--- src/verilog/wspc_map.svh ---
// Constants for the wait/stop power mode controller.
// Included by the controller and the bench files; definitions only.
`ifndef WSPC_MAP_SVH
`define WSPC_MAP_SVH
`define WSPC_CLK_MHZ 100
`define WSPC_OSC_SETTLE_US 2
`define WSPC_OSC_SETTLE_CYC ((`WSPC_OSC_SETTLE_US * `WSPC_CLK_MHZ))
`define WSPC_SRC_MAIN 2'h0
`define WSPC_SRC_SUB 2'h1
`define WSPC_SRC_OCO 2'h2
`define WSPC_SRC_PLL 2'h3
`define WSPC_DIV_8 3'h3
`define WSPC_CLKO_F8 2'h0
`define WSPC_CLKO_F32 2'h1
`define WSPC_CLKO_SUB 2'h2
`endif

--- src/verilog/wspc_pkg.sv ---
// Types for the wait/stop power mode controller.
// Does not include or use wspc_map.svh.
package wspc_pkg;
  typedef enum logic [2:0] {
    WSPC_RUN = 3'h1,
    WSPC_WAIT = 3'h2,
    WSPC_STOP = 3'h4
  } wspc_state_type;

  // Wake requests from the interrupt side
  typedef struct packed {
    logic nmi;
    logic low_volt;
    logic key_in;
    logic ext_int;
    logic timer;
    logic timer_event_mode;
    logic timer_sub_div32;
    logic serial;
    logic serial_ext_clk;
    logic converter;
    logic watchdog_rst;
    logic brownout_rst;
    logic other_periph;
  } wspc_wake_type;

  // Pin levels of the external bus
  typedef struct packed {
    logic rd;
    logic wr;
    logic write_strobe_low;
    logic write_strobe_high;
    logic hold_acknowledge;
    logic bclk;
    logic ale;
  } wspc_bus_type;
endpackage

--- src/verilog/wspc_ctrl.sv ---
// Wait and stop power mode controller: clock gating, pin overrides, wake filter.
// Assumes wake inputs synchronous to clk and a free running clk for this logic.
`timescale 1ns/100ps
`include "wspc_map.svh"

// How it works
// RULE_01: Wait gates processor clock; watchdog runs only with count protection set.
// RULE_02: Wait keeps main, sub and slow internal oscillators running.
// RULE_03: Wait with clock gate bit stops fast peripheral clock; timer clocks stay.
// RULE_04: Wait instruction pulse enters wait mode.
// RULE_05: Software leaves the phase-locked loop before wait.
// RULE_06: Wait on external bus holds strobes, acknowledge, bus clock high, latch low.
// RULE_07: Clock output toggles in wait unless divided output and gating on.
// RULE_08: Reset, NMI, low voltage or enabled peripheral interrupt ends wait.
// RULE_09: Software zeroes peripheral priorities for reset-only style wake from wait.
// RULE_10: With gating, only event or sub timers and external serial wake.
// RULE_11: Watchdog reset ends wait only with count protection set.
// RULE_12: Software sets priorities, enable flag, peripherals, then waits.
// RULE_13: Wait exit resumes the same clock source and divider.
// RULE_14: Stop halts every oscillator and all internal clocks.
// RULE_15: All-clocks-off write enters stop, sets divide-by-eight and high drive.
// RULE_16: Software disables oscillation stop detection before stop.
// RULE_17: Software leaves and halts the phase-locked loop before stop.
// RULE_18: Stop wakes on NMI, key, external, low voltage, external counters, resets.
// RULE_19: Stop on external bus drives strobes high; single chip drives clock pin high.
// RULE_20: Software zeroes peripheral priorities for reset-only style wake from stop.
// RULE_21: Software prepares peripheral wake before writing all-clocks-off.
// RULE_22: Stop exit uses sub clock, or main or internal divided by eight.
// RULE_23: Stop exit holds processor clock until oscillator settle time passes.
module wspc_ctrl
  import wspc_pkg::*;
#(
  parameter int SETTLE_CYC = `WSPC_OSC_SETTLE_CYC
) (
  input wire logic clk,
  input wire logic resetn,
  input wire logic wait_instr,
  input wire logic all_clocks_off_wr,
  input wire logic wait_peripheral_clock_gate,
  input wire logic count_source_protect_enable,
  input wire logic brownout_filter_control,
  input wire logic ext_bus_mode,
  input wire logic [1:0] cpu_src,
  input wire logic [2:0] cpu_div,
  input wire logic divide_by_eight_select_in,
  input wire logic main_osc_high_drive_in,
  input wire logic [1:0] clock_output_sel,
  input wire logic clock_output_src,
  input wire wspc_bus_type bus_in,
  input wire wspc_wake_type wake,
  output logic [2:0] mode_state,
  output logic cpu_clk_en,
  output logic watchdog_clk_en,
  output logic fast_peripheral_clock_en,
  output logic timer_slow_clock_en,
  output logic main_osc_en,
  output logic sub_osc_en,
  output logic slow_internal_osc_en,
  output logic [1:0] cpu_src_out,
  output logic [2:0] cpu_div_out,
  output logic divide_by_eight_select,
  output logic main_osc_high_drive,
  output logic clock_output_pin,
  output logic bus_hold,
  output logic ale_indeterminate,
  output wspc_bus_type bus_out,
  output logic wake_pulse
);
  wspc_state_type state_r, state_nxt;
  logic [15:0] settle_r, settle_nxt;
  logic [1:0] src_r, src_nxt;
  logic [2:0] div_r, div_nxt;
  logic d8_r, d8_nxt;
  logic hd_r, hd_nxt;
  logic clko_r, clko_nxt;
  wspc_bus_type bus_r, bus_nxt;
  logic wait_wake, stop_wake, wake_r, wake_nxt;
  logic gate;

  assign gate = wait_peripheral_clock_gate;

  always_comb begin
    wait_wake = wake.nmi | wake.low_volt | wake.key_in | wake.ext_int | wake.brownout_rst; // RULE_08
    wait_wake = wait_wake | (wake.watchdog_rst & count_source_protect_enable); // RULE_11
    if (!gate) begin
      wait_wake = wait_wake | wake.timer | wake.serial | wake.converter | wake.other_periph;
    end else begin
      wait_wake = wait_wake | (wake.timer & (wake.timer_event_mode | wake.timer_sub_div32)) // RULE_10
        | (wake.serial & wake.serial_ext_clk);
    end
    stop_wake = wake.nmi | wake.key_in | wake.ext_int | wake.low_volt // RULE_18
      | (wake.timer & wake.timer_event_mode) | (wake.serial & wake.serial_ext_clk)
      | (wake.brownout_rst & brownout_filter_control);
  end

  always_comb begin
    state_nxt = state_r;
    settle_nxt = settle_r;
    src_nxt = src_r;
    div_nxt = div_r;
    d8_nxt = d8_r;
    hd_nxt = hd_r;
    wake_nxt = 1'b0;
    case (state_r)
      WSPC_RUN: begin
        src_nxt = cpu_src;
        div_nxt = cpu_div;
        d8_nxt = divide_by_eight_select_in;
        hd_nxt = main_osc_high_drive_in;
        if (all_clocks_off_wr) begin
          state_nxt = WSPC_STOP; // RULE_15
          d8_nxt = 1'b1;
          hd_nxt = 1'b1;
          settle_nxt = '0;
        end else if (wait_instr) begin
          state_nxt = WSPC_WAIT; // RULE_04
        end
      end
      WSPC_WAIT: begin
        if (wait_wake) begin
          state_nxt = WSPC_RUN; // RULE_13
          wake_nxt = 1'b1;
        end
      end
      WSPC_STOP: begin
        if (settle_r != 16'h0) begin
          if (settle_r >= 16'(SETTLE_CYC)) begin
            state_nxt = WSPC_RUN; // RULE_23
            wake_nxt = 1'b1;
            settle_nxt = '0;
            if (src_r != `WSPC_SRC_SUB) begin
              div_nxt = `WSPC_DIV_8; // RULE_22
            end
          end else begin
            settle_nxt = settle_r + 16'h1;
          end
        end else if (stop_wake) begin
          settle_nxt = 16'h1;
        end
      end
      default: state_nxt = WSPC_RUN;
    endcase
  end

  // Pin levels follow the next state so overrides land together with the mode change
  always_comb begin
    clko_nxt = clock_output_src; // RULE_07
    bus_nxt = bus_in;
    if (state_nxt == WSPC_WAIT) begin
      if (gate && clock_output_sel != `WSPC_CLKO_SUB) begin
        clko_nxt = clko_r;
      end
      if (ext_bus_mode) begin
        bus_nxt = '{rd: 1'b1, wr: 1'b1, write_strobe_low: 1'b1, write_strobe_high: 1'b1,
          hold_acknowledge: 1'b1, bclk: 1'b1, ale: 1'b0}; // RULE_06
      end
    end else if (state_nxt == WSPC_STOP) begin
      clko_nxt = 1'b1; // RULE_19
      if (ext_bus_mode) begin
        bus_nxt = '{rd: 1'b1, wr: 1'b1, write_strobe_low: 1'b1, write_strobe_high: 1'b1,
          hold_acknowledge: 1'b1, bclk: 1'b1, ale: 1'b0};
      end
    end
  end

  always_ff @(posedge clk or negedge resetn) begin
    if (!resetn) begin
      state_r <= WSPC_RUN;
      settle_r <= 16'h0;
      src_r <= `WSPC_SRC_OCO;
      div_r <= `WSPC_DIV_8;
      d8_r <= 1'b1;
      hd_r <= 1'b0;
      wake_r <= 1'b0;
      clko_r <= 1'b0;
      bus_r <= '{rd: 1'b1, wr: 1'b1, write_strobe_low: 1'b1, write_strobe_high: 1'b1,
        hold_acknowledge: 1'b1, bclk: 1'b1, ale: 1'b0};
    end else begin
      state_r <= state_nxt;
      settle_r <= settle_nxt;
      src_r <= src_nxt;
      div_r <= div_nxt;
      d8_r <= d8_nxt;
      hd_r <= hd_nxt;
      wake_r <= wake_nxt;
      clko_r <= clko_nxt;
      bus_r <= bus_nxt;
    end
  end

  // Enables are registered from the next state so they switch with mode_state
  logic cpu_en_r, cpu_en_nxt, wdt_en_r, wdt_en_nxt, f1_en_r, f1_en_nxt;
  logic tmr_en_r, tmr_en_nxt, osc_en_r, osc_en_nxt, hold_r, hold_nxt, alex_r, alex_nxt;

  always_comb begin
    cpu_en_nxt = (state_nxt == WSPC_RUN); // RULE_01
    wdt_en_nxt = (state_nxt == WSPC_RUN)
      || (state_nxt == WSPC_WAIT && count_source_protect_enable); // RULE_01
    f1_en_nxt = (state_nxt == WSPC_RUN) || (state_nxt == WSPC_WAIT && !gate); // RULE_03
    tmr_en_nxt = (state_nxt != WSPC_STOP); // RULE_03
    // Oscillators restart as soon as the settle count begins
    osc_en_nxt = !((state_nxt == WSPC_STOP) && (settle_nxt == 16'h0)); // RULE_02 RULE_14
    hold_nxt = (state_nxt != WSPC_RUN) && ext_bus_mode; // RULE_06
    alex_nxt = !osc_en_nxt && ext_bus_mode; // RULE_19
  end

  always_ff @(posedge clk or negedge resetn) begin
    if (!resetn) begin
      cpu_en_r <= 1'b1;
      wdt_en_r <= 1'b1;
      f1_en_r <= 1'b1;
      tmr_en_r <= 1'b1;
      osc_en_r <= 1'b1;
      hold_r <= 1'b0;
      alex_r <= 1'b0;
    end else begin
      cpu_en_r <= cpu_en_nxt;
      wdt_en_r <= wdt_en_nxt;
      f1_en_r <= f1_en_nxt;
      tmr_en_r <= tmr_en_nxt;
      osc_en_r <= osc_en_nxt;
      hold_r <= hold_nxt;
      alex_r <= alex_nxt;
    end
  end

  assign mode_state = state_r;
  assign cpu_clk_en = cpu_en_r;
  assign watchdog_clk_en = wdt_en_r;
  assign fast_peripheral_clock_en = f1_en_r;
  assign timer_slow_clock_en = tmr_en_r;
  assign main_osc_en = osc_en_r;
  assign sub_osc_en = osc_en_r;
  assign slow_internal_osc_en = osc_en_r;
  assign cpu_src_out = src_r;
  assign cpu_div_out = div_r;
  assign divide_by_eight_select = d8_r;
  assign main_osc_high_drive = hd_r;
  assign clock_output_pin = clko_r;
  assign bus_hold = hold_r;
  assign ale_indeterminate = alex_r;
  assign bus_out = bus_r;
  assign wake_pulse = wake_r;

  a_wait_entry: assert property (@(posedge clk) disable iff (!resetn)
    (state_r == WSPC_RUN && wait_instr && !all_clocks_off_wr) |=> !cpu_clk_en) // RULE_04
    else $error("wait entry failed");
  a_stop_bits: assert property (@(posedge clk) disable iff (!resetn)
    (state_r == WSPC_RUN && all_clocks_off_wr) |=> (d8_r && hd_r && !main_osc_en)) // RULE_15
    else $error("stop entry bits wrong");
  a_f1_gate: assert property (@(posedge clk) disable iff (!resetn)
    (state_r == WSPC_WAIT && gate) |-> !fast_peripheral_clock_en) // RULE_03
    else $error("fast clock not gated");
  a_wdt_wait: assert property (@(posedge clk) disable iff (!resetn)
    (state_r == WSPC_WAIT) |-> (watchdog_clk_en == count_source_protect_enable)) // RULE_01
    else $error("watchdog gating wrong");
  a_wait_exit: assert property (@(posedge clk) disable iff (!resetn)
    (state_r == WSPC_WAIT && wake.nmi) |=> (cpu_clk_en && wake_pulse)) // RULE_08
    else $error("nmi did not end wait");
  a_wdt_block: assert property (@(posedge clk) disable iff (!resetn)
    (state_r == WSPC_WAIT && !wait_wake && wake.watchdog_rst && !count_source_protect_enable)
    |=> !cpu_clk_en) // RULE_11
    else $error("watchdog woke without protect");
  a_src_kept: assert property (@(posedge clk) disable iff (!resetn)
    (state_r == WSPC_WAIT) |=> (cpu_src_out == $past(cpu_src_out))) // RULE_13
    else $error("source changed in wait");
  a_stop_div8: assert property (@(posedge clk) disable iff (!resetn)
    ($rose(cpu_clk_en) && $past(state_r) == WSPC_STOP && cpu_src_out != `WSPC_SRC_SUB)
    |-> cpu_div_out == `WSPC_DIV_8) // RULE_22
    else $error("stop exit divider wrong");
  a_stop_clko: assert property (@(posedge clk) disable iff (!resetn)
    (state_r == WSPC_STOP) |-> clock_output_pin) // RULE_19
    else $error("clock pin not high in stop");
  a_gate_wake: assert property (@(posedge clk) disable iff (!resetn)
    (state_r == WSPC_WAIT && gate && wake == '0) |=> !cpu_clk_en) // RULE_10
    else $error("spurious wait exit");
endmodule

--- config.mk ---
export PLATFORM = sky130hd
export DESIGN_NAME = wspc_ctrl
export DESIGN_NICKNAME = d
export VERILOG_FILES = /design/src/verilog/wspc_pkg.sv /design/src/verilog/wspc_ctrl.sv
export VERILOG_INCLUDE_DIRS = /design/src /design/src/verilog
export SDC_FILE = /design/constraint.sdc
export NUM_CORES = 1
export LEC_CHECK = 0
export ABC_AREA = 1
export BUFFER_PORTS_ARGS = -buffer_cell sky130_fd_sc_hd__buf_2
export CORE_ASPECT_RATIO = 0.7
export CORE_UTILIZATION = 35
export CTS_BUF_LIST = sky130_fd_sc_hd__clkbuf_4 sky130_fd_sc_hd__clkbuf_8
export DETAILED_ROUTE_END_ITERATION = 10
export SLEW_MARGIN = 25
export SYNTH_ARGS = -nofsm -noshare
export SYNTH_HDL_FRONTEND = slang
export SYNTH_SLANG_ARGS = --single-unit
--- constraint.sdc ---
create_clock -name clk -period 1.6 [get_ports clk]
set_input_delay 0.32 -clock clk [delete_from_list [all_inputs] [get_ports clk]]
set_output_delay 0.32 -clock clk [all_outputs]
set_load 0.02 [all_outputs]
======== Word level (Yosys, flattened, before mapping) ========
Cells that the tools add are included.
storage, ports and cells
  logic and storage cells ................. 103
  flip-flop bits (word level) ............. 42
  output and inout port bits .............. 28
operators by class
  reductions and logical operators ........ 14
  equal/unequal tests ..................... 14
  $lt $le $gt $ge ......................... 1
  add/subtract/negate cells ............... 1
  bitwise operators ....................... 23
  mux-type cells .......................... 28
operator list
  operator                                                                              count
  16-bit 2-to-1 mux                                                                     4
  16-bit one-hot mux with 2 select lines                                                1
  3-bit 2-to-1 mux                                                                      8
  7-bit 2-to-1 mux                                                                      3
  1-bit bitwise OR                                                                      18
  16-bit by 1-bit adder with 16-bit output, second input constant                       1
  16-bit by 8-bit greater-or-equal comparator with 1-bit output, second input constant  1
  16-bit zero test                                                                      1
  16-bit nonzero test                                                                   1
  2-bit inequality test, second input constant                                          5
  1-bit 2-to-1 mux                                                                      9
  3-bit one-hot mux with 3 select lines                                                 1
  3-bit by 1-bit equality test with 1-bit output, second input constant                 2
  3-bit by 2-bit equality test with 1-bit output, second input constant                 2
  3-bit equality test, second input constant                                            2
  1-bit logical AND                                                                     6
  3-bit one-hot mux with 2 select lines                                                 1
  1-bit AND                                                                             5
  4-bit AND reduction                                                                   1
  3-bit by 1-bit inequality test with 1-bit output, second input constant               1
  3-bit inequality test, second input constant                                          1
  1-bit zero test                                                                       2
  1-bit logical OR                                                                      2
  2-bit by 1-bit inequality test with 1-bit output, second input constant               1
  2 further kinds                                                                       2

======== Longest topological paths before layout ========
Gate-level depths: netlist (run 1).
  depth after elaboration ................. 15
  gate-level depth with buffers ........... 14
  gate-level depth less buffers ........... 14

======== Least setup slack after synthesis (run 1) ========
No wires, ideal clock.
  path type ............................... flip-flop to flip-flop
  from .................................... register state_r[0] (netlist: mode_state[0])
  to ...................................... register alex_r (netlist: ale_indeterminate)
  path slack .............................. -0.113 ns
  stages on the path, launching flop included .. 11
  clock period less this slack ............ 1.713 ns
  arrival time ............................ 1.644 ns
  cells stage by stage .................... dfstp_2 -> nand3_2 -> inv_1 -> nor2_2 -> nor2_4 -> nor2_1 -> nor2_2 -> nand3_1 -> nor2_2 -> nand3_2 -> nor2_2
on the way
  cells in the longest elaborated chain, start to end .. 6
ends and longest elaborated chain
  item                                   line                                RTL
  from (decl)                            wspc_ctrl.sv:69                     wspc_state_type state_r, state_nxt;
  from (signal assigned)                 wspc_ctrl.sv:179                    state_r <= state_nxt;
  3-bit 2-to-1 mux (on tied branches)    wspc_ctrl.sv:127, wspc_ctrl.sv:115
  3-bit 2-to-1 mux (on tied branches)    wspc_ctrl.sv:126, wspc_ctrl.sv:110
  3-bit one-hot mux with 3 select lines  wspc_ctrl.sv:104                    case (state_r)
  3-bit equality test                    wspc_ctrl.sv:202                    osc_en_nxt = !((state_nxt == WSPC_STOP) && (settle_nxt == 16'h0));
  1-bit logical AND (*)                  wspc_ctrl.sv:202
  1-bit logical AND (*)                  wspc_ctrl.sv:204                    alex_nxt = !osc_en_nxt && ext_bus_mode;
  net alex_nxt                           wspc_ctrl.sv:193                    logic tmr_en_r, tmr_en_nxt, osc_en_r, osc_en_nxt, hold_r, hold_nxt, alex_r, alex_nxt;
  to (signal assigned)                   wspc_ctrl.sv:223                    alex_r <= alex_nxt;
  to (decl)                              wspc_ctrl.sv:193
Mark *: on every way through the listed nets, which the timed path passes. The rest lies on a longest branch.
A chain may end at the register's enable or synchronous reset.

======== Worst setup path after layout (run 1) ========
  from .................................... register settle_r[13]
  to ...................................... register alex_r (netlist: ale_indeterminate)
on the way
  cells in the longest elaborated chain, start to end .. 7
ends and longest elaborated chain
  item                                                                                                                       line                                RTL
  from (decl)                                                                                                                wspc_ctrl.sv:70                     logic [15:0] settle_r, settle_nxt;
  from (signal assigned)                                                                                                     wspc_ctrl.sv:180                    settle_r <= settle_nxt;
  16-bit by 1-bit adder with 16-bit output or 16-bit by 8-bit greater-or-equal comparator with 1-bit output (tied branches)  wspc_ctrl.sv:135, wspc_ctrl.sv:127
  16-bit 2-to-1 mux or 3-bit 2-to-1 mux (tied branches)                                                                      wspc_ctrl.sv:127                    if (settle_r >= 16'(SETTLE_CYC)) begin
  16-bit 2-to-1 mux or 3-bit 2-to-1 mux (tied branches)                                                                      wspc_ctrl.sv:126                    if (settle_r != 16'h0) begin
  16-bit one-hot mux with 2 select lines or 3-bit one-hot mux with 3 select lines (tied branches)                            wspc_ctrl.sv:104
  16-bit zero test or 3-bit equality test (tied branches)                                                                    wspc_ctrl.sv:202
  1-bit logical AND (*)                                                                                                      wspc_ctrl.sv:202
  1-bit logical AND (*)                                                                                                      wspc_ctrl.sv:204
  net alex_nxt                                                                                                               wspc_ctrl.sv:193
Marks and branches as above.

==> report_table.html, run 1 <==
<table>
<tr><th>Metric</th><th>Value</th></tr>
<tr><th colspan="2">Outcome</th></tr>
<tr><td>Result of the run</td><td>finished with violations</td></tr>
<tr><td>Violated checks</td><td>negative setup slack</td></tr>
<tr><th colspan="2">Synthesis</th></tr>
<tr><td>Parity-gate share of the synthesized area counting xor and xnor cells</td><td>0.008594</td></tr>
<tr><td>Post-Synth Simple-Gate Area</td><td>0.2965</td></tr>
<tr><td>Main combinational cell family by area after synthesis</td><td>simple AND/OR/NAND/NOR gates</td></tr>
<tr><td>Register bit count reported by yosys</td><td>42</td></tr>
<tr><td>Cell types with the highest counts after synthesis</td><td>sky130_fd_sc_hd__nand2_1 (76), sky130_fd_sc_hd__inv_1 (48), sky130_fd_sc_hd__nor2_1 (36)</td></tr>
<tr><td>Most frequently used flop master after synthesis</td><td>sky130_fd_sc_hd__dfrtp_1</td></tr>
<tr><td>Fraction of synthesized cell area taken by the top area cell type</td><td>0.3192</td></tr>
<tr><td>Proportion of synthesized chip area in sequential cells</td><td>0.5255</td></tr>
<tr><td>Count leader, synth</td><td>sky130_fd_sc_hd__nand2_1</td></tr>
<tr><td>Post-synthesis adder-cell area fraction</td><td>0.01228</td></tr>
<tr><td>Number of synthesis warnings</td><td>0</td></tr>
<tr><td>Post-Syn Area</td><td>between 2000 and 2500 µm²</td></tr>
<tr><td>Share of cell area taken by muxes after synthesis</td><td>0</td></tr>
<tr><td>Syn_nets</td><td>around 300</td></tr>
<tr><td>Gate Count Post-Synth</td><td>between 200 and 300</td></tr>
<tr><td>Synthesized area per cell</td><td>approximately 8 µm²</td></tr>
<tr><td>Count of different cell masters after synthesis</td><td>25</td></tr>
<tr><td>Compound-Gate Fraction of Synth Area</td><td>0.05770</td></tr>
<tr><td>Number of enable flip-flop cells after synthesis</td><td>0</td></tr>
<tr><td>Dominant cell type by area after synthesis</td><td>sky130_fd_sc_hd__dfrtp_1</td></tr>
<tr><td>Cells taking the most area after synthesis</td><td>sky130_fd_sc_hd__dfrtp_1 (32%), sky130_fd_sc_hd__dfstp_2 (21%), sky130_fd_sc_hd__nand2_1 (14%), sky130_fd_sc_hd__inv_1 (8.8%), sky130_fd_sc_hd__nor2_1 (6.6%)</td></tr>
<tr><td>Post-synthesis async set-or-reset flop share</td><td>1.000</td></tr>
<tr><th colspan="2">Die</th></tr>
<tr><td>Die Outline Area</td><td>slightly above 6000 µm²</td></tr>
<tr><td>I/O pin count</td><td>between 60 and 70</td></tr>
<tr><td>FP Rows</td><td>22</td></tr>
<tr><td>Starting density of the core</td><td>0.3759</td></tr>
<tr><td>Area of the core</td><td>around 5400 µm²</td></tr>
<tr><td>Y dimension of the die</td><td>~66 µm</td></tr>
<tr><td>Chip Width</td><td>slightly above 90 µm</td></tr>
<tr><th colspan="2">Drt</th></tr>
<tr><td>Pre-Repair DR Iteration Count</td><td>4</td></tr>
<tr><td>Routed Wire Length</td><td>between 5 and 6 mm</td></tr>
<tr><td>Vias per cell</td><td>about 4.4</td></tr>
<tr><td>Remaining number of nets flagged by the antenna check after routing</td><td>0</td></tr>
<tr><td>Post-route DRC</td><td>0</td></tr>
<tr><td>Average detailed-routed wire length per instance</td><td>between 10 and 15 µm</td></tr>
<tr><td>Total vias in the final route</td><td>1976</td></tr>
<tr><td>DRT iter0 DRCs</td><td>63</td></tr>
<tr><th colspan="2">Cells and area</th></tr>
<tr><td>Diode count</td><td>0</td></tr>
<tr><td>Fill count</td><td>roughly 500</td></tr>
<tr><td>Final instance area</td><td>slightly above 3000 µm²</td></tr>
<tr><td>Non-filler instance count after layout</td><td>447</td></tr>
<tr><td>Share of layout cells above drive strength 1</td><td>0.5013</td></tr>
<tr><td>Number of nets at the end of the flow</td><td>between 400 and 500</td></tr>
<tr><td>Final standard cell utilization of the core</td><td>0.5625</td></tr>
<tr><td>Area Overhead vs Synth</td><td>49.66%</td></tr>
<tr><th colspan="2">Timing</th></tr>
<tr><td>Final Hold Vio Count</td><td>0</td></tr>
<tr><td>Min Hold Slack</td><td>just over 200 ps</td></tr>
<tr><td>Slew Limit Fails</td><td>0</td></tr>
<tr><td>Final setup slack of the worst path</td><td>-113.0 ps</td></tr>
<tr><td>Upper clock frequency limit</td><td>approximately 580 MHz</td></tr>
<tr><td>Worst slew pin tran</td><td>~470 ps</td></tr>
<tr><td>Period Utilization, post-route</td><td>1.071</td></tr>
<tr><td>Final critical-path required period</td><td>around 1700 ps</td></tr>
<tr><td>Setup repair after global routing missed its margin</td><td>yes</td></tr>
<tr><td>Final setup TNS</td><td>-247.5 ps</td></tr>
<tr><td>Worst max-slew margin expressed relative to the limit</td><td>0.6856</td></tr>
<tr><td>Largest clock skew in the final design</td><td>5.272 ps</td></tr>
<tr><td>Setup-violating endpoint count in the final report</td><td>11</td></tr>
<tr><th colspan="2">Power and ir drop</th></tr>
<tr><td>Power Dens Cells</td><td>about 1500 nW/µm²</td></tr>
<tr><td>Total power draw</td><td>between 4 and 5 mW</td></tr>
<tr><td>VDD IR-drop max</td><td>roughly 1.1 mV</td></tr>
<tr><td>Cell leakage power</td><td>about 1.7 nW</td></tr>
<tr><th colspan="2">Global routing</th></tr>
<tr><td>Number of antenna violations at the first check in global routing</td><td>0</td></tr>
<tr><td>Maximum number of pins on one net before global-route repair</td><td>21</td></tr>
<tr><td>Global-route usage over all layers</td><td>0.1895</td></tr>
<tr><td>Via count of the first global-routing pass</td><td>slightly below 2000</td></tr>
<tr><td>Aggregate global routing overflow</td><td>0</td></tr>
<tr><td>Global-route wire length before repair</td><td>just under 9 mm</td></tr>
<tr><th colspan="2">Worst hold path</th></tr>
<tr><td>Type of the tightest min-delay check</td><td>in2reg</td></tr>
<tr><td>Number of stages on the worst hold path</td><td>3</td></tr>
<tr><th colspan="2">Placed design</th></tr>
<tr><td>Placed cell count</td><td>431</td></tr>
<tr><td>Setup Slack @ Placement</td><td>-158.7 ps</td></tr>
<tr><td>Gp weighted congestion</td><td>~0.9</td></tr>
<tr><td>Count of buffers from port buffering</td><td>65</td></tr>
<tr><td>Final HPWL from detailed placement</td><td>a little over 4 mm</td></tr>
<tr><td>Post-place instance area</td><td>approximately 2800 µm²</td></tr>
<tr><th colspan="2">Clocking</th></tr>
<tr><td>Inserted Clock Buffers</td><td>5</td></tr>
<tr><td>Depth of the CTS H-tree</td><td>2</td></tr>
<tr><td>Clock slew at reported path FFs</td><td>~80 ps</td></tr>
<tr><td>CTS tree</td><td>done</td></tr>
<tr><td>Root Buffer</td><td>sky130_fd_sc_hd__clkbuf_8</td></tr>
<tr><td>Clock tree sinks</td><td>42</td></tr>
<tr><td>Buffer levels on the longest clock path</td><td>2</td></tr>
<tr><td>Clk_lat worst skew</td><td>290 ps</td></tr>
<tr><th colspan="2">Flow run</th></tr>
<tr><td>MaxCap Viol Count</td><td>0</td></tr>
<tr><th colspan="2">Critical path</th></tr>
<tr><td>Type of the worst setup path</td><td>reg2reg</td></tr>
<tr><td>Crit path DAT</td><td>1940 ps</td></tr>
<tr><td>Reg2reg path depth</td><td>11</td></tr>
<tr><td>Element type at the critical path end</td><td>flop</td></tr>
<tr><td>Worst Setup Start Kind</td><td>flop</td></tr>
<tr><td>Required time of the critical path</td><td>1830 ps</td></tr>
<tr><td>Maximum fanout along the worst path</td><td>6</td></tr>
</table>
==> cells in the final DEF, fill, tap and decap left out, types with 3 or more instances in the layout <==
cell type / instances
sky130_fd_sc_hd__buf_2: 65
sky130_fd_sc_hd__buf_4: 45
sky130_fd_sc_hd__clkbuf_8: 6
sky130_fd_sc_hd__dfrtp_1: 25
sky130_fd_sc_hd__dfstp_2: 16
sky130_fd_sc_hd__inv_1: 41
sky130_fd_sc_hd__inv_2: 8
sky130_fd_sc_hd__nand2_1: 66
sky130_fd_sc_hd__nand2_2: 8
sky130_fd_sc_hd__nand2_4: 3
sky130_fd_sc_hd__nand3_1: 10
sky130_fd_sc_hd__nand3_2: 4
sky130_fd_sc_hd__nor2_1: 26
sky130_fd_sc_hd__nor2_2: 12
sky130_fd_sc_hd__nor2_4: 5
sky130_fd_sc_hd__o21ai_0: 6
==> registers in the layout, summed over array words and instances, names as in the netlist <==
name and cells:
settle_r 16, bus_out 7, cpu_div_out 3, mode_state 3, cpu_src_out 2, ale_indeterminate 1, bus_hold 1, clock_output_pin 1
cpu_clk_en 1, divide_by_eight_select 1, fast_peripheral_clock_en 1, main_osc_en 1, main_osc_high_drive 1, timer_slow_clock_en 1, wake_pulse 1, watchdog_clk_en 1
==> logic make-up (layout without fill, tap and decap cells) <==
kind of cell / count (synthesis) / in the layout
AND/OR/NAND/NOR: 140 / 140
buffers and inverters: 52 / 171
adder cells (fa/ha/maj): 2 / 2
XOR/XNOR: 2 / 2
AO/OA/AOI/OAI: 18 / 18
flip-flops: 42 / 42
==> timing repair <==
action / 4_1_cts / 5_1_grt
hold buffers: 1 / 0
pin swaps: 9 / 14
resized for setup: 13 / 27
setup endpoints to repair: 15 / 21
endpoints found under the hold margin: 12 / 0
buffers inserted: 3 / 5
==> routing by layer <==
layer  global-route usage  vias up  share of wire
met4              0.05577        0         0.0087
met5                    0        -              0
li1                     -     1012              -
met1               0.2729      892           0.51
met2               0.2794       66           0.42
met3              0.04943        6          0.066
==> cell type report <==
cell class                 count  area, µm²  share of cell area
sequential                    42       1072              0.3515
multi-input combinational    162      898.4              0.2945
timing repair buffer         113      704.4              0.2309
inverter                      50      190.2             0.06235
tap                           72      90.09             0.02953
clock buffer                   6      82.58             0.02707
clock inverter                 2      12.51            0.004102
==> power by group <==
part | internal, mW | switching (mW) | total [mW] | leakage, nW
clock network | 0.347 | 0.371 | 0.718 | 0.0472
registers | 1.44 | 0.135 | 1.57 | 0.515
logic | 0.992 | 1.39 | 2.38 | 1.12
==> critical path, cell delays in order (launching register included) <==
cell,delay (ps)
sky130_fd_sc_hd__dfrtp_1,390
sky130_fd_sc_hd__nor2_2,130
sky130_fd_sc_hd__nand2_2,90
sky130_fd_sc_hd__nor2_4,210
sky130_fd_sc_hd__nand2_2,140
sky130_fd_sc_hd__nand2_1,100
sky130_fd_sc_hd__nor2_2,50
sky130_fd_sc_hd__nor2_2,120
sky130_fd_sc_hd__nand3_1,100
sky130_fd_sc_hd__nor2_2,130
sky130_fd_sc_hd__nand3_2,90
sky130_fd_sc_hd__nor2_2,110
==> worst paths after layout <==
path | to | slack (ps) | start
min in group asynchronous | settle_r[3]$_DFF_PN0_ | 470 | resetn
max reg2reg | ale_indeterminate$_DFF_PN0_ | -110 | settle_r[13]$_DFF_PN0_
min reg2reg | cpu_div_out[1]$_DFFE_PN1P_ | 480 | cpu_div_out[1]$_DFFE_PN1P_
max | ale_indeterminate$_DFF_PN0_ | -110 | settle_r[13]$_DFF_PN0_
max in group asynchronous | cpu_div_out[1]$_DFFE_PN1P_ | 580 | resetn
min | bus_out[2]$_DFF_PN1_ | 200 | bus_in[2]
Power figures use the tool's default switching activity.
==> inputs of run 2 (changes only) <==
--- a/config.mk
+++ b/config.mk
@@ -12,7 +12,8 @@
 export CORE_UTILIZATION = 35
 export CTS_BUF_LIST = sky130_fd_sc_hd__clkbuf_4 sky130_fd_sc_hd__clkbuf_8
 export DETAILED_ROUTE_END_ITERATION = 10
-export SLEW_MARGIN = 25
+export RECOVER_POWER = 100
+export SLEW_MARGIN = 5
 export SYNTH_ARGS = -nofsm -noshare
 export SYNTH_HDL_FRONTEND = slang
 export SYNTH_SLANG_ARGS = --single-unit
==> run 2 against run 1 <==
Effect of this change: the run still ends with negative setup slack left; via count increased by 0.10%; first-iteration DRC count increased by 6.3%; utilization decreased by 1.1 points; combinational power decreased by 4%; clock power about the same; total power decreased by 2.0%; wire length about the same; count of clock-buffer cells in the layout unchanged; die area unchanged; register-to-register slack about the same; final area decreased by 2.0%; clock skew about the same.
==> report_table.html, run 2 (same netlist as run 1, synthesis figures left out) <==
<table>
<tr><th>Metric</th><th>Value</th></tr>
<tr><th colspan="2">Outcome</th></tr>
<tr><td>Violated checks</td><td>negative setup slack</td></tr>
<tr><td>Result of the run</td><td>finished with violations</td></tr>
<tr><th colspan="2">Flow run</th></tr>
<tr><td>MaxCap Viol Count</td><td>0</td></tr>
<tr><th colspan="2">Clocking</th></tr>
<tr><td>Root Buffer</td><td>sky130_fd_sc_hd__clkbuf_8</td></tr>
<tr><td>Inserted Clock Buffers</td><td>5</td></tr>
<tr><td>Clock tree sinks</td><td>42</td></tr>
<tr><td>Depth of the CTS H-tree</td><td>2</td></tr>
<tr><td>Clock slew at reported path FFs</td><td>around 80 ps</td></tr>
<tr><td>CTS tree</td><td>done</td></tr>
<tr><td>Buffer levels on the longest clock path</td><td>2</td></tr>
<tr><td>Clk_lat worst skew</td><td>just under 300 ps</td></tr>
<tr><th colspan="2">Placed design</th></tr>
<tr><td>Final HPWL from detailed placement</td><td>around 4.1 mm</td></tr>
<tr><td>Count of buffers from port buffering</td><td>65</td></tr>
<tr><td>Post-place instance area</td><td>around 2800 µm²</td></tr>
<tr><td>Setup Slack @ Placement</td><td>-158.7 ps</td></tr>
<tr><td>Gp weighted congestion</td><td>around 0.90</td></tr>
<tr><th colspan="2">Cells and area</th></tr>
<tr><td>Final standard cell utilization of the core</td><td>0.5515</td></tr>
<tr><td>Diode count</td><td>0</td></tr>
<tr><td>Most frequent cells in the layout</td><td>sky130_fd_sc_hd__nand2_1 (66), sky130_fd_sc_hd__buf_4 (42), sky130_fd_sc_hd__inv_1 (41), sky130_fd_sc_hd__buf_2 (38), sky130_fd_sc_hd__clkbuf_1 (28)</td></tr>
<tr><td>Largest register by flop count</td><td>settle_r</td></tr>
<tr><td>Number of nets at the end of the flow</td><td>around 410</td></tr>
<tr><td>Area Overhead vs Synth</td><td>46.72%</td></tr>
<tr><td>Final instance area</td><td>around 3000 µm²</td></tr>
<tr><td>Max FFs per register</td><td>16</td></tr>
<tr><td>Share of layout cells above drive strength 1</td><td>0.4213</td></tr>
<tr><td>Leading cell type in the layout, fill and taps excluded</td><td>sky130_fd_sc_hd__nand2_1</td></tr>
<tr><th colspan="2">Critical path</th></tr>
<tr><td>Worst Setup Start Kind</td><td>flop</td></tr>
<tr><td>Critical Path Most Common Cell</td><td>sky130_fd_sc_hd__nor2_2</td></tr>
<tr><td>Element type at the critical path end</td><td>flop</td></tr>
<tr><td>Required time of the critical path</td><td>between 1500 and 2000 ps</td></tr>
<tr><td>Critical register-to-register path startpoint</td><td>mode_state[0]$_DFF_PN1_</td></tr>
<tr><td>Endpoint of the most critical register-to-register path</td><td>ale_indeterminate$_DFF_PN0_</td></tr>
<tr><td>Maximum fanout along the worst path</td><td>8</td></tr>
<tr><td>Crit path cell chain</td><td>nor3_4 -&gt; nor2_4 -&gt; inv_2 -&gt; nand2_4 -&gt; a21oi_2 -&gt; nand3_1 -&gt; nor2_2 -&gt; nand3_2 -&gt; nor2_2</td></tr>
<tr><td>Crit path DAT</td><td>roughly 2000 ps</td></tr>
<tr><td>Worst reg2reg setup slack</td><td>-120 ps</td></tr>
<tr><td>CP max stage delay</td><td>between 400 and 500 ps</td></tr>
<tr><td>Reg2reg path depth</td><td>9</td></tr>
<tr><td>CP max stage cell</td><td>sky130_fd_sc_hd__dfstp_1</td></tr>
<tr><td>Type of the worst setup path</td><td>reg2reg</td></tr>
<tr><th colspan="2">Power and ir drop</th></tr>
<tr><td>Share of total power in the clock network</td><td>0.157</td></tr>
<tr><td>Switching power as a share of total power</td><td>0.4122</td></tr>
<tr><td>Sequential power share</td><td>0.344</td></tr>
<tr><td>P_sw</td><td>~1.9 mW</td></tr>
<tr><td>Power share of the combinational group</td><td>0.499</td></tr>
<tr><td>VDD IR-drop max</td><td>between 1 and 1.5 mV</td></tr>
<tr><td>Cell leakage power</td><td>approximately 1.6 nW</td></tr>
<tr><td>Internal Pwr Total</td><td>about 2.7 mW</td></tr>
<tr><td>Power Dens Cells</td><td>roughly 1500 nW/µm²</td></tr>
<tr><th colspan="2">Global routing</th></tr>
<tr><td>Met1 usage in global routing</td><td>0.2729</td></tr>
<tr><td>Via count of the first global-routing pass</td><td>around 1900</td></tr>
<tr><td>Aggregate global routing overflow</td><td>0</td></tr>
<tr><td>Number of antenna violations at the first check in global routing</td><td>0</td></tr>
<tr><td>Met3 GRT Util</td><td>0.04943</td></tr>
<tr><td>Met2 global-route usage</td><td>0.2794</td></tr>
<tr><td>Global-route usage over all layers</td><td>0.1895</td></tr>
<tr><td>Most used routing layer in global routing</td><td>met2</td></tr>
<tr><td>Global-route wire length before repair</td><td>8.859 mm</td></tr>
<tr><td>Maximum number of pins on one net before global-route repair</td><td>21</td></tr>
<tr><th colspan="2">Drt</th></tr>
<tr><td>Average detailed-routed wire length per instance</td><td>between 10 and 15 µm</td></tr>
<tr><td>Total vias in the final route</td><td>roughly 2000</td></tr>
<tr><td>DRT iter0 DRCs</td><td>between 60 and 70</td></tr>
<tr><td>Remaining number of nets flagged by the antenna check after routing</td><td>0</td></tr>
<tr><td>Routed Wire Length</td><td>between 5 and 6 mm</td></tr>
<tr><td>Post-route DRC</td><td>0</td></tr>
<tr><td>Pre-Repair DR Iteration Count</td><td>4</td></tr>
<tr><td>Vias per cell</td><td>around 4.4</td></tr>
<tr><th colspan="2">Worst hold path</th></tr>
<tr><td>Number of stages on the worst hold path</td><td>3</td></tr>
<tr><td>Worst hold path endpoint</td><td>bus_out[2]$_DFF_PN1_</td></tr>
<tr><td>Type of the tightest min-delay check</td><td>in2reg</td></tr>
<tr><td>Worst Hold Launch</td><td>bus_in[2]</td></tr>
<tr><th colspan="2">Die</th></tr>
<tr><td>Area of the core</td><td>around 5400 µm²</td></tr>
<tr><td>Chip Width</td><td>93.21 µm</td></tr>
<tr><td>I/O pin count</td><td>66</td></tr>
<tr><td>FP Rows</td><td>22</td></tr>
<tr><td>Die Outline Area</td><td>between 6000 and 7000 µm²</td></tr>
<tr><td>Starting density of the core</td><td>0.3759</td></tr>
<tr><td>Y dimension of the die</td><td>about 66 µm</td></tr>
<tr><th colspan="2">Timing</th></tr>
<tr><td>Final setup slack of the worst path</td><td>-120.6 ps</td></tr>
<tr><td>Final setup TNS</td><td>-442.1 ps</td></tr>
<tr><td>Upper clock frequency limit</td><td>approximately 580 MHz</td></tr>
<tr><td>Setup-violating endpoint count in the final report</td><td>11</td></tr>
<tr><td>Final Hold Vio Count</td><td>0</td></tr>
<tr><td>Slew Limit Fails</td><td>0</td></tr>
<tr><td>Worst slew pin tran</td><td>just over 800 ps</td></tr>
<tr><td>Final critical-path required period</td><td>1721 ps</td></tr>
<tr><td>Period Utilization, post-route</td><td>1.075</td></tr>
<tr><td>Worst max-slew margin expressed relative to the limit</td><td>0.4557</td></tr>
<tr><td>Largest clock skew in the final design</td><td>5.427 ps</td></tr>
<tr><td>Setup repair after global routing missed its margin</td><td>yes</td></tr>
</table>
[run 2: changes by cell type in the layout (fill, tap and decap cells not counted), sizes merged]
cell / previous run / this run
buf: 112 / 81
clkbuf: 6 / 37
[run 2: metrics by stage]
stage	cells	hold WS, ps	total power [mW]
final	447	203.9	4.578
after global routing	447	199.1	4.907
after global placement	431	252.4	3.724
after detailed placement	431	253.9	3.747
after CTS	443	193.5	4.570
after floorplan	256	24.41	2.813
[run 2: power by group through the flow]
stage / Sequential [mW] / Combinational, mW / Clock, mW
after global placement: 1.59 / 2.14 / 0
after global routing: 1.61 / 2.51 / 0.782
final: 1.58 / 2.28 / 0.717
after detailed placement: 1.59 / 2.16 / 0
after floorplan: 1.92 / 0.894 / 0
after CTS: 1.57 / 2.25 / 0.741
[run 2: what timing repair did]
action,CTS,global route
hold buffers,1,0
setup endpoints to repair,15,21
hold endpoints to repair,12,0
gates resized for setup,13,27
pin swaps,9,14
gates cloned,0,0
buffers inserted,3,5
[run 2: worst max-delay path: cells and delay by family (launching register included)]
family	cells	cell delay, ps
buf+inv	1	80
simple gates	7	980
flops	1	430
compound gates	1	160
[run 2: area by class of cell]
| class | count | area [µm²] |
|---|---|---|
| Multi-Input combinational cell | 162 | 890.9 |
| Clock inverter | 2 | 12.51 |
| Tap cell | 72 | 90.09 |
| Fill cell | 523 | 2432 |
| Sequential cell | 42 | 1072 |
| Timing Repair Buffer | 113 | 651.9 |
| Clock buffer | 6 | 82.58 |
| Inverter | 50 | 190.2 |
[run 2: how the worst max path moves through the flow]
stage	start	depth (start not counted)	end
3_3_place_gp	settle_r[12]$_DFF_PN0_	11	bus_out[6]$_DFF_PN1_
3_5_place_dp	settle_r[12]$_DFF_PN0_	11	bus_out[1]$_DFF_PN1_
2_1_floorplan	mode_state[2]$_DFF_PN0_	12	ale_indeterminate$_DFF_PN0_
5_1_grt	settle_r[13]$_DFF_PN0_	12	ale_indeterminate$_DFF_PN0_
4_1_cts	mode_state[1]$_DFF_PN0_	11	ale_indeterminate$_DFF_PN0_
6_report	mode_state[0]$_DFF_PN1_	9	ale_indeterminate$_DFF_PN0_
[run 2: routing by layer]
layer	up-vias	wire length, µm
met2	68	2197
met5	-	0
met1	892	2686
met3	6	342
li1	1012	-
met4	0	46
==> inputs of run 3 (changes only) <==
--- a/config.mk
+++ b/config.mk
@@ -7,8 +7,10 @@
 export NUM_CORES = 1
 export LEC_CHECK = 0
 export ABC_AREA = 1
-export BUFFER_PORTS_ARGS = -buffer_cell sky130_fd_sc_hd__buf_2
+export BUFFER_PORTS_ARGS = -buffer_cell sky130_fd_sc_hd__buf_4
+export CAP_MARGIN = 10
 export CORE_ASPECT_RATIO = 0.7
+export CORE_MARGIN = 4
 export CORE_UTILIZATION = 35
 export CTS_BUF_LIST = sky130_fd_sc_hd__clkbuf_4 sky130_fd_sc_hd__clkbuf_8
 export DETAILED_ROUTE_END_ITERATION = 10
==> run 3 against run 2 <==
Effect of this change: the flow still finishes with violations (negative setup slack); global-route usage fell by 3.4 points; first-iteration DRC count decreased by 13%; sequential share of layout area shrank 2.3 points; critical path depth rose by 2; non-clock buffer count decreased by 4; register-to-register slack about the same; die area up 16%; fmax up 0.40%; clock power is 18% higher; clock skew is 2.5 ps higher; critical path type unchanged; highest routed layer unchanged.
==> report_table.html, run 3 (same netlist as run 1, synthesis figures left out) <==
<table>
<tr><th>Metric</th><th>Value</th></tr>
<tr><th colspan="2">Timing</th></tr>
<tr><td>Setup-violating endpoint count in the final report</td><td>17</td></tr>
<tr><td>Setup repair after global routing missed its margin</td><td>yes</td></tr>
<tr><td>Upper clock frequency limit</td><td>583.5 MHz</td></tr>
<tr><td>Worst slew pin tran</td><td>1037 ps</td></tr>
<tr><td>Final Hold Vio Count</td><td>0</td></tr>
<tr><td>Slew Limit Fails</td><td>0</td></tr>
<tr><td>Final critical-path required period</td><td>approximately 1700 ps</td></tr>
<tr><td>Worst max-slew margin expressed relative to the limit</td><td>0.3087</td></tr>
<tr><td>Largest clock skew in the final design</td><td>between 7 and 8 ps</td></tr>
<tr><td>Final setup slack of the worst path</td><td>-113.7 ps</td></tr>
<tr><td>Period Utilization, post-route</td><td>1.071</td></tr>
<tr><th colspan="2">Critical path</th></tr>
<tr><td>Worst Setup Start Kind</td><td>flop</td></tr>
<tr><td>Critical register-to-register path startpoint</td><td>settle_r[15]$_DFF_PN0_</td></tr>
<tr><td>Endpoint of the most critical register-to-register path</td><td>bus_out[5]$_DFF_PN1_</td></tr>
<tr><td>Element type at the critical path end</td><td>flop</td></tr>
<tr><td>Maximum fanout along the worst path</td><td>6</td></tr>
<tr><td>CP max stage cell</td><td>sky130_fd_sc_hd__dfrtp_1</td></tr>
<tr><td>CP max stage delay</td><td>around 390 ps</td></tr>
<tr><td>Required time of the critical path</td><td>about 1800 ps</td></tr>
<tr><td>Crit path DAT</td><td>1950 ps</td></tr>
<tr><td>Type of the worst setup path</td><td>reg2reg</td></tr>
<tr><td>Reg2reg path depth</td><td>11</td></tr>
<tr><td>Crit path cell chain</td><td>nor2_1 -&gt; nand2_1 -&gt; nor2_4 -&gt; nand2_4 -&gt; nand2_4 -&gt; nand3_4 -&gt; a21oi_4 -&gt; inv_2 -&gt; nor2_4 -&gt; inv_4 -&gt; nand2_1</td></tr>
<tr><td>Worst reg2reg setup slack</td><td>-110 ps</td></tr>
<tr><th colspan="2">Power and ir drop</th></tr>
<tr><td>VDD IR-drop max</td><td>around 1.2 mV</td></tr>
<tr><td>Sequential power share</td><td>0.315</td></tr>
<tr><td>P_sw</td><td>approximately 2.0 mW</td></tr>
<tr><td>Internal Pwr Total</td><td>slightly above 3 mW</td></tr>
<tr><td>Power share of the combinational group</td><td>0.516</td></tr>
<tr><td>Total power draw</td><td>5.018 mW</td></tr>
<tr><td>Power Dens Cells</td><td>1572 nW/µm²</td></tr>
<tr><td>Cell leakage power</td><td>about 1.7 nW</td></tr>
<tr><td>Switching power as a share of total power</td><td>0.3960</td></tr>
<tr><td>Share of total power in the clock network</td><td>0.169</td></tr>
<tr><th colspan="2">Die</th></tr>
<tr><td>Area of the core</td><td>between 5000 and 6000 µm²</td></tr>
<tr><td>Y dimension of the die</td><td>71.85 µm</td></tr>
<tr><td>Die Outline Area</td><td>just over 7000 µm²</td></tr>
<tr><td>Starting density of the core</td><td>0.3759</td></tr>
<tr><td>FP Rows</td><td>22</td></tr>
<tr><td>Chip Width</td><td>99.21 µm</td></tr>
<tr><td>I/O pin count</td><td>66</td></tr>
<tr><th colspan="2">Cells and area</th></tr>
<tr><td>Largest register by flop count</td><td>settle_r</td></tr>
<tr><td>Multi-input gate area in the final layout</td><td>~950 µm²</td></tr>
<tr><td>Fill count</td><td>just under 500</td></tr>
<tr><td>Final standard cell utilization of the core</td><td>0.5886</td></tr>
<tr><td>Register area</td><td>~1100 µm²</td></tr>
<tr><td>Number of nets at the end of the flow</td><td>slightly above 400</td></tr>
<tr><td>Max FFs per register</td><td>16</td></tr>
<tr><td>Most frequent cells in the layout</td><td>sky130_fd_sc_hd__buf_4 (79), sky130_fd_sc_hd__nand2_1 (59), sky130_fd_sc_hd__inv_1 (39), sky130_fd_sc_hd__nor2_1 (30), sky130_fd_sc_hd__dfrtp_1 (25)</td></tr>
<tr><td>Area Overhead vs Synth</td><td>56.60%</td></tr>
<tr><td>Non-filler instance count after layout</td><td>~440</td></tr>
<tr><td>Share of layout cells above drive strength 1</td><td>0.4636</td></tr>
<tr><td>Leading cell type in the layout, fill and taps excluded</td><td>sky130_fd_sc_hd__buf_4</td></tr>
<tr><td>Diode count</td><td>0</td></tr>
<tr><th colspan="2">Clocking</th></tr>
<tr><td>Clock tree sinks</td><td>between 40 and 50</td></tr>
<tr><td>Root Buffer</td><td>sky130_fd_sc_hd__clkbuf_8</td></tr>
<tr><td>Inserted Clock Buffers</td><td>5</td></tr>
<tr><td>Depth of the CTS H-tree</td><td>2</td></tr>
<tr><td>Count of hold-fix buffers inserted at cts</td><td>0</td></tr>
<tr><td>CTS tree</td><td>done</td></tr>
<tr><td>Buffer levels on the longest clock path</td><td>2</td></tr>
<tr><td>Clk_lat worst skew</td><td>roughly 290 ps</td></tr>
<tr><td>Clock slew at reported path FFs</td><td>80 ps</td></tr>
<tr><th colspan="2">Drt</th></tr>
<tr><td>Pre-Repair DR Iteration Count</td><td>4</td></tr>
<tr><td>Vias per cell</td><td>approximately 4.4</td></tr>
<tr><td>Post-route DRC</td><td>0</td></tr>
<tr><td>Routed Wire Length</td><td>about 5.6 mm</td></tr>
<tr><td>DRT iter0 DRCs</td><td>58</td></tr>
<tr><td>Total vias in the final route</td><td>slightly below 2000</td></tr>
<tr><td>Average detailed-routed wire length per instance</td><td>between 10 and 15 µm</td></tr>
<tr><td>Remaining number of nets flagged by the antenna check after routing</td><td>0</td></tr>
<tr><th colspan="2">Flow run</th></tr>
<tr><td>MaxCap Viol Count</td><td>0</td></tr>
<tr><th colspan="2">Placed design</th></tr>
<tr><td>Final HPWL from detailed placement</td><td>~4.2 mm</td></tr>
<tr><td>Count of buffers from port buffering</td><td>65</td></tr>
<tr><td>Placed cell count</td><td>427</td></tr>
<tr><td>Gp weighted congestion</td><td>0.8611</td></tr>
<tr><td>Setup Slack @ Placement</td><td>-159.7 ps</td></tr>
<tr><th colspan="2">Outcome</th></tr>
<tr><td>Violated checks</td><td>negative setup slack</td></tr>
<tr><td>Result of the run</td><td>finished with violations</td></tr>
<tr><th colspan="2">Global routing</th></tr>
<tr><td>Via count of the first global-routing pass</td><td>1855</td></tr>
<tr><td>Global-route usage over all layers</td><td>0.1556</td></tr>
<tr><td>Global-route wire length before repair</td><td>around 8.7 mm</td></tr>
<tr><td>Number of antenna violations at the first check in global routing</td><td>0</td></tr>
<tr><td>Maximum number of pins on one net before global-route repair</td><td>43</td></tr>
<tr><td>Aggregate global routing overflow</td><td>0</td></tr>
<tr><th colspan="2">Worst hold path</th></tr>
<tr><td>Type of the tightest min-delay check</td><td>in2async</td></tr>
</table>
[run 3: cell count changes in the layout (fill, tap and decap cells not counted), sizes merged]
| cell | before | now |
|---|---|---|
| dlygate4sd3 | 1 | 0 |
| buf | 81 | 88 |
| bufinv | 0 | 1 |
| clkbuf | 37 | 27 |
| clkinv | 1 | 0 |
[run 3: per-stage QoR]
step / setup TNS (ps) / area (µm²) / hold slack, ps
6_report: -1175 / 3192 / 191.7
3_5_place_dp: -1418 / 2899 / 340.5
3_3_place_gp: -1380 / 2899 / 342.8
5_1_grt: -3425 / 3192 / 190.1
4_1_cts: -545.0 / 3107 / 12.77
2_1_floorplan: -72.75 / 2066 / 24.41
[run 3: how the worst max path moves through the flow]
stage | start | endpoint | slack (ps)
4_1_cts | mode_state[0]$_DFF_PN1_ | ale_indeterminate$_DFF_PN0_ | -80
2_1_floorplan | mode_state[2]$_DFF_PN0_ | ale_indeterminate$_DFF_PN0_ | -60
6_report | settle_r[15]$_DFF_PN0_ | bus_out[5]$_DFF_PN1_ | -110
3_3_place_gp | settle_r[14]$_DFF_PN0_ | bus_out[2]$_DFF_PN1_ | -170
3_5_place_dp | settle_r[14]$_DFF_PN0_ | bus_out[6]$_DFF_PN1_ | -160
5_1_grt | settle_r[15]$_DFF_PN0_ | bus_out[6]$_DFF_PN1_ | -230
[run 3: final cells by class]
| class | instances | share of cell area |
|---|---|---|
| inverter | 50 | 0.05958 |
| sequential | 42 | 0.3359 |
| clock inverter | 2 | 0.01176 |
| timing repair buffer | 109 | 0.2427 |
| clock buffer | 6 | 0.02391 |
| multi-input combinational | 162 | 0.2979 |
| tap | 72 | 0.02822 |
[run 3: power groups by stage]
stage | clock network (mW) | registers [mW] | logic [mW]
after global placement | 0 | 1.59 | 2.32
after floorplan | 0 | 1.92 | 0.894
final | 0.849 | 1.58 | 2.59
after detailed placement | 0 | 1.60 | 2.33
after global routing | 0.927 | 1.61 | 2.82
after CTS | 0.875 | 1.59 | 2.53
[run 3: what timing repair did]
item / in CTS / in global routing
resized for setup: 16 / 47
hold endpoints to repair: 0 / 0
pin swaps: 10 / 23
endpoints found under the setup margin: 14 / 23
setup buffers: 6 / 5
[run 3: routing by layer]
metal	share of wire	global-route usage	vias to the layer above
li1	-	-	999
met5	0	0	-
met2	0.45	0.2165	52
met4	0.013	0.05000	0
met1	0.45	0.2203	890
met3	0.085	0.06128	10
[run 3: worst max-delay path: cells and delay by family, from the launching register on]
family / cells / cell delay [ps]
compound gates: 1 / 160
simple gates: 8 / 960
flops: 1 / 390
buf+inv: 2 / 150
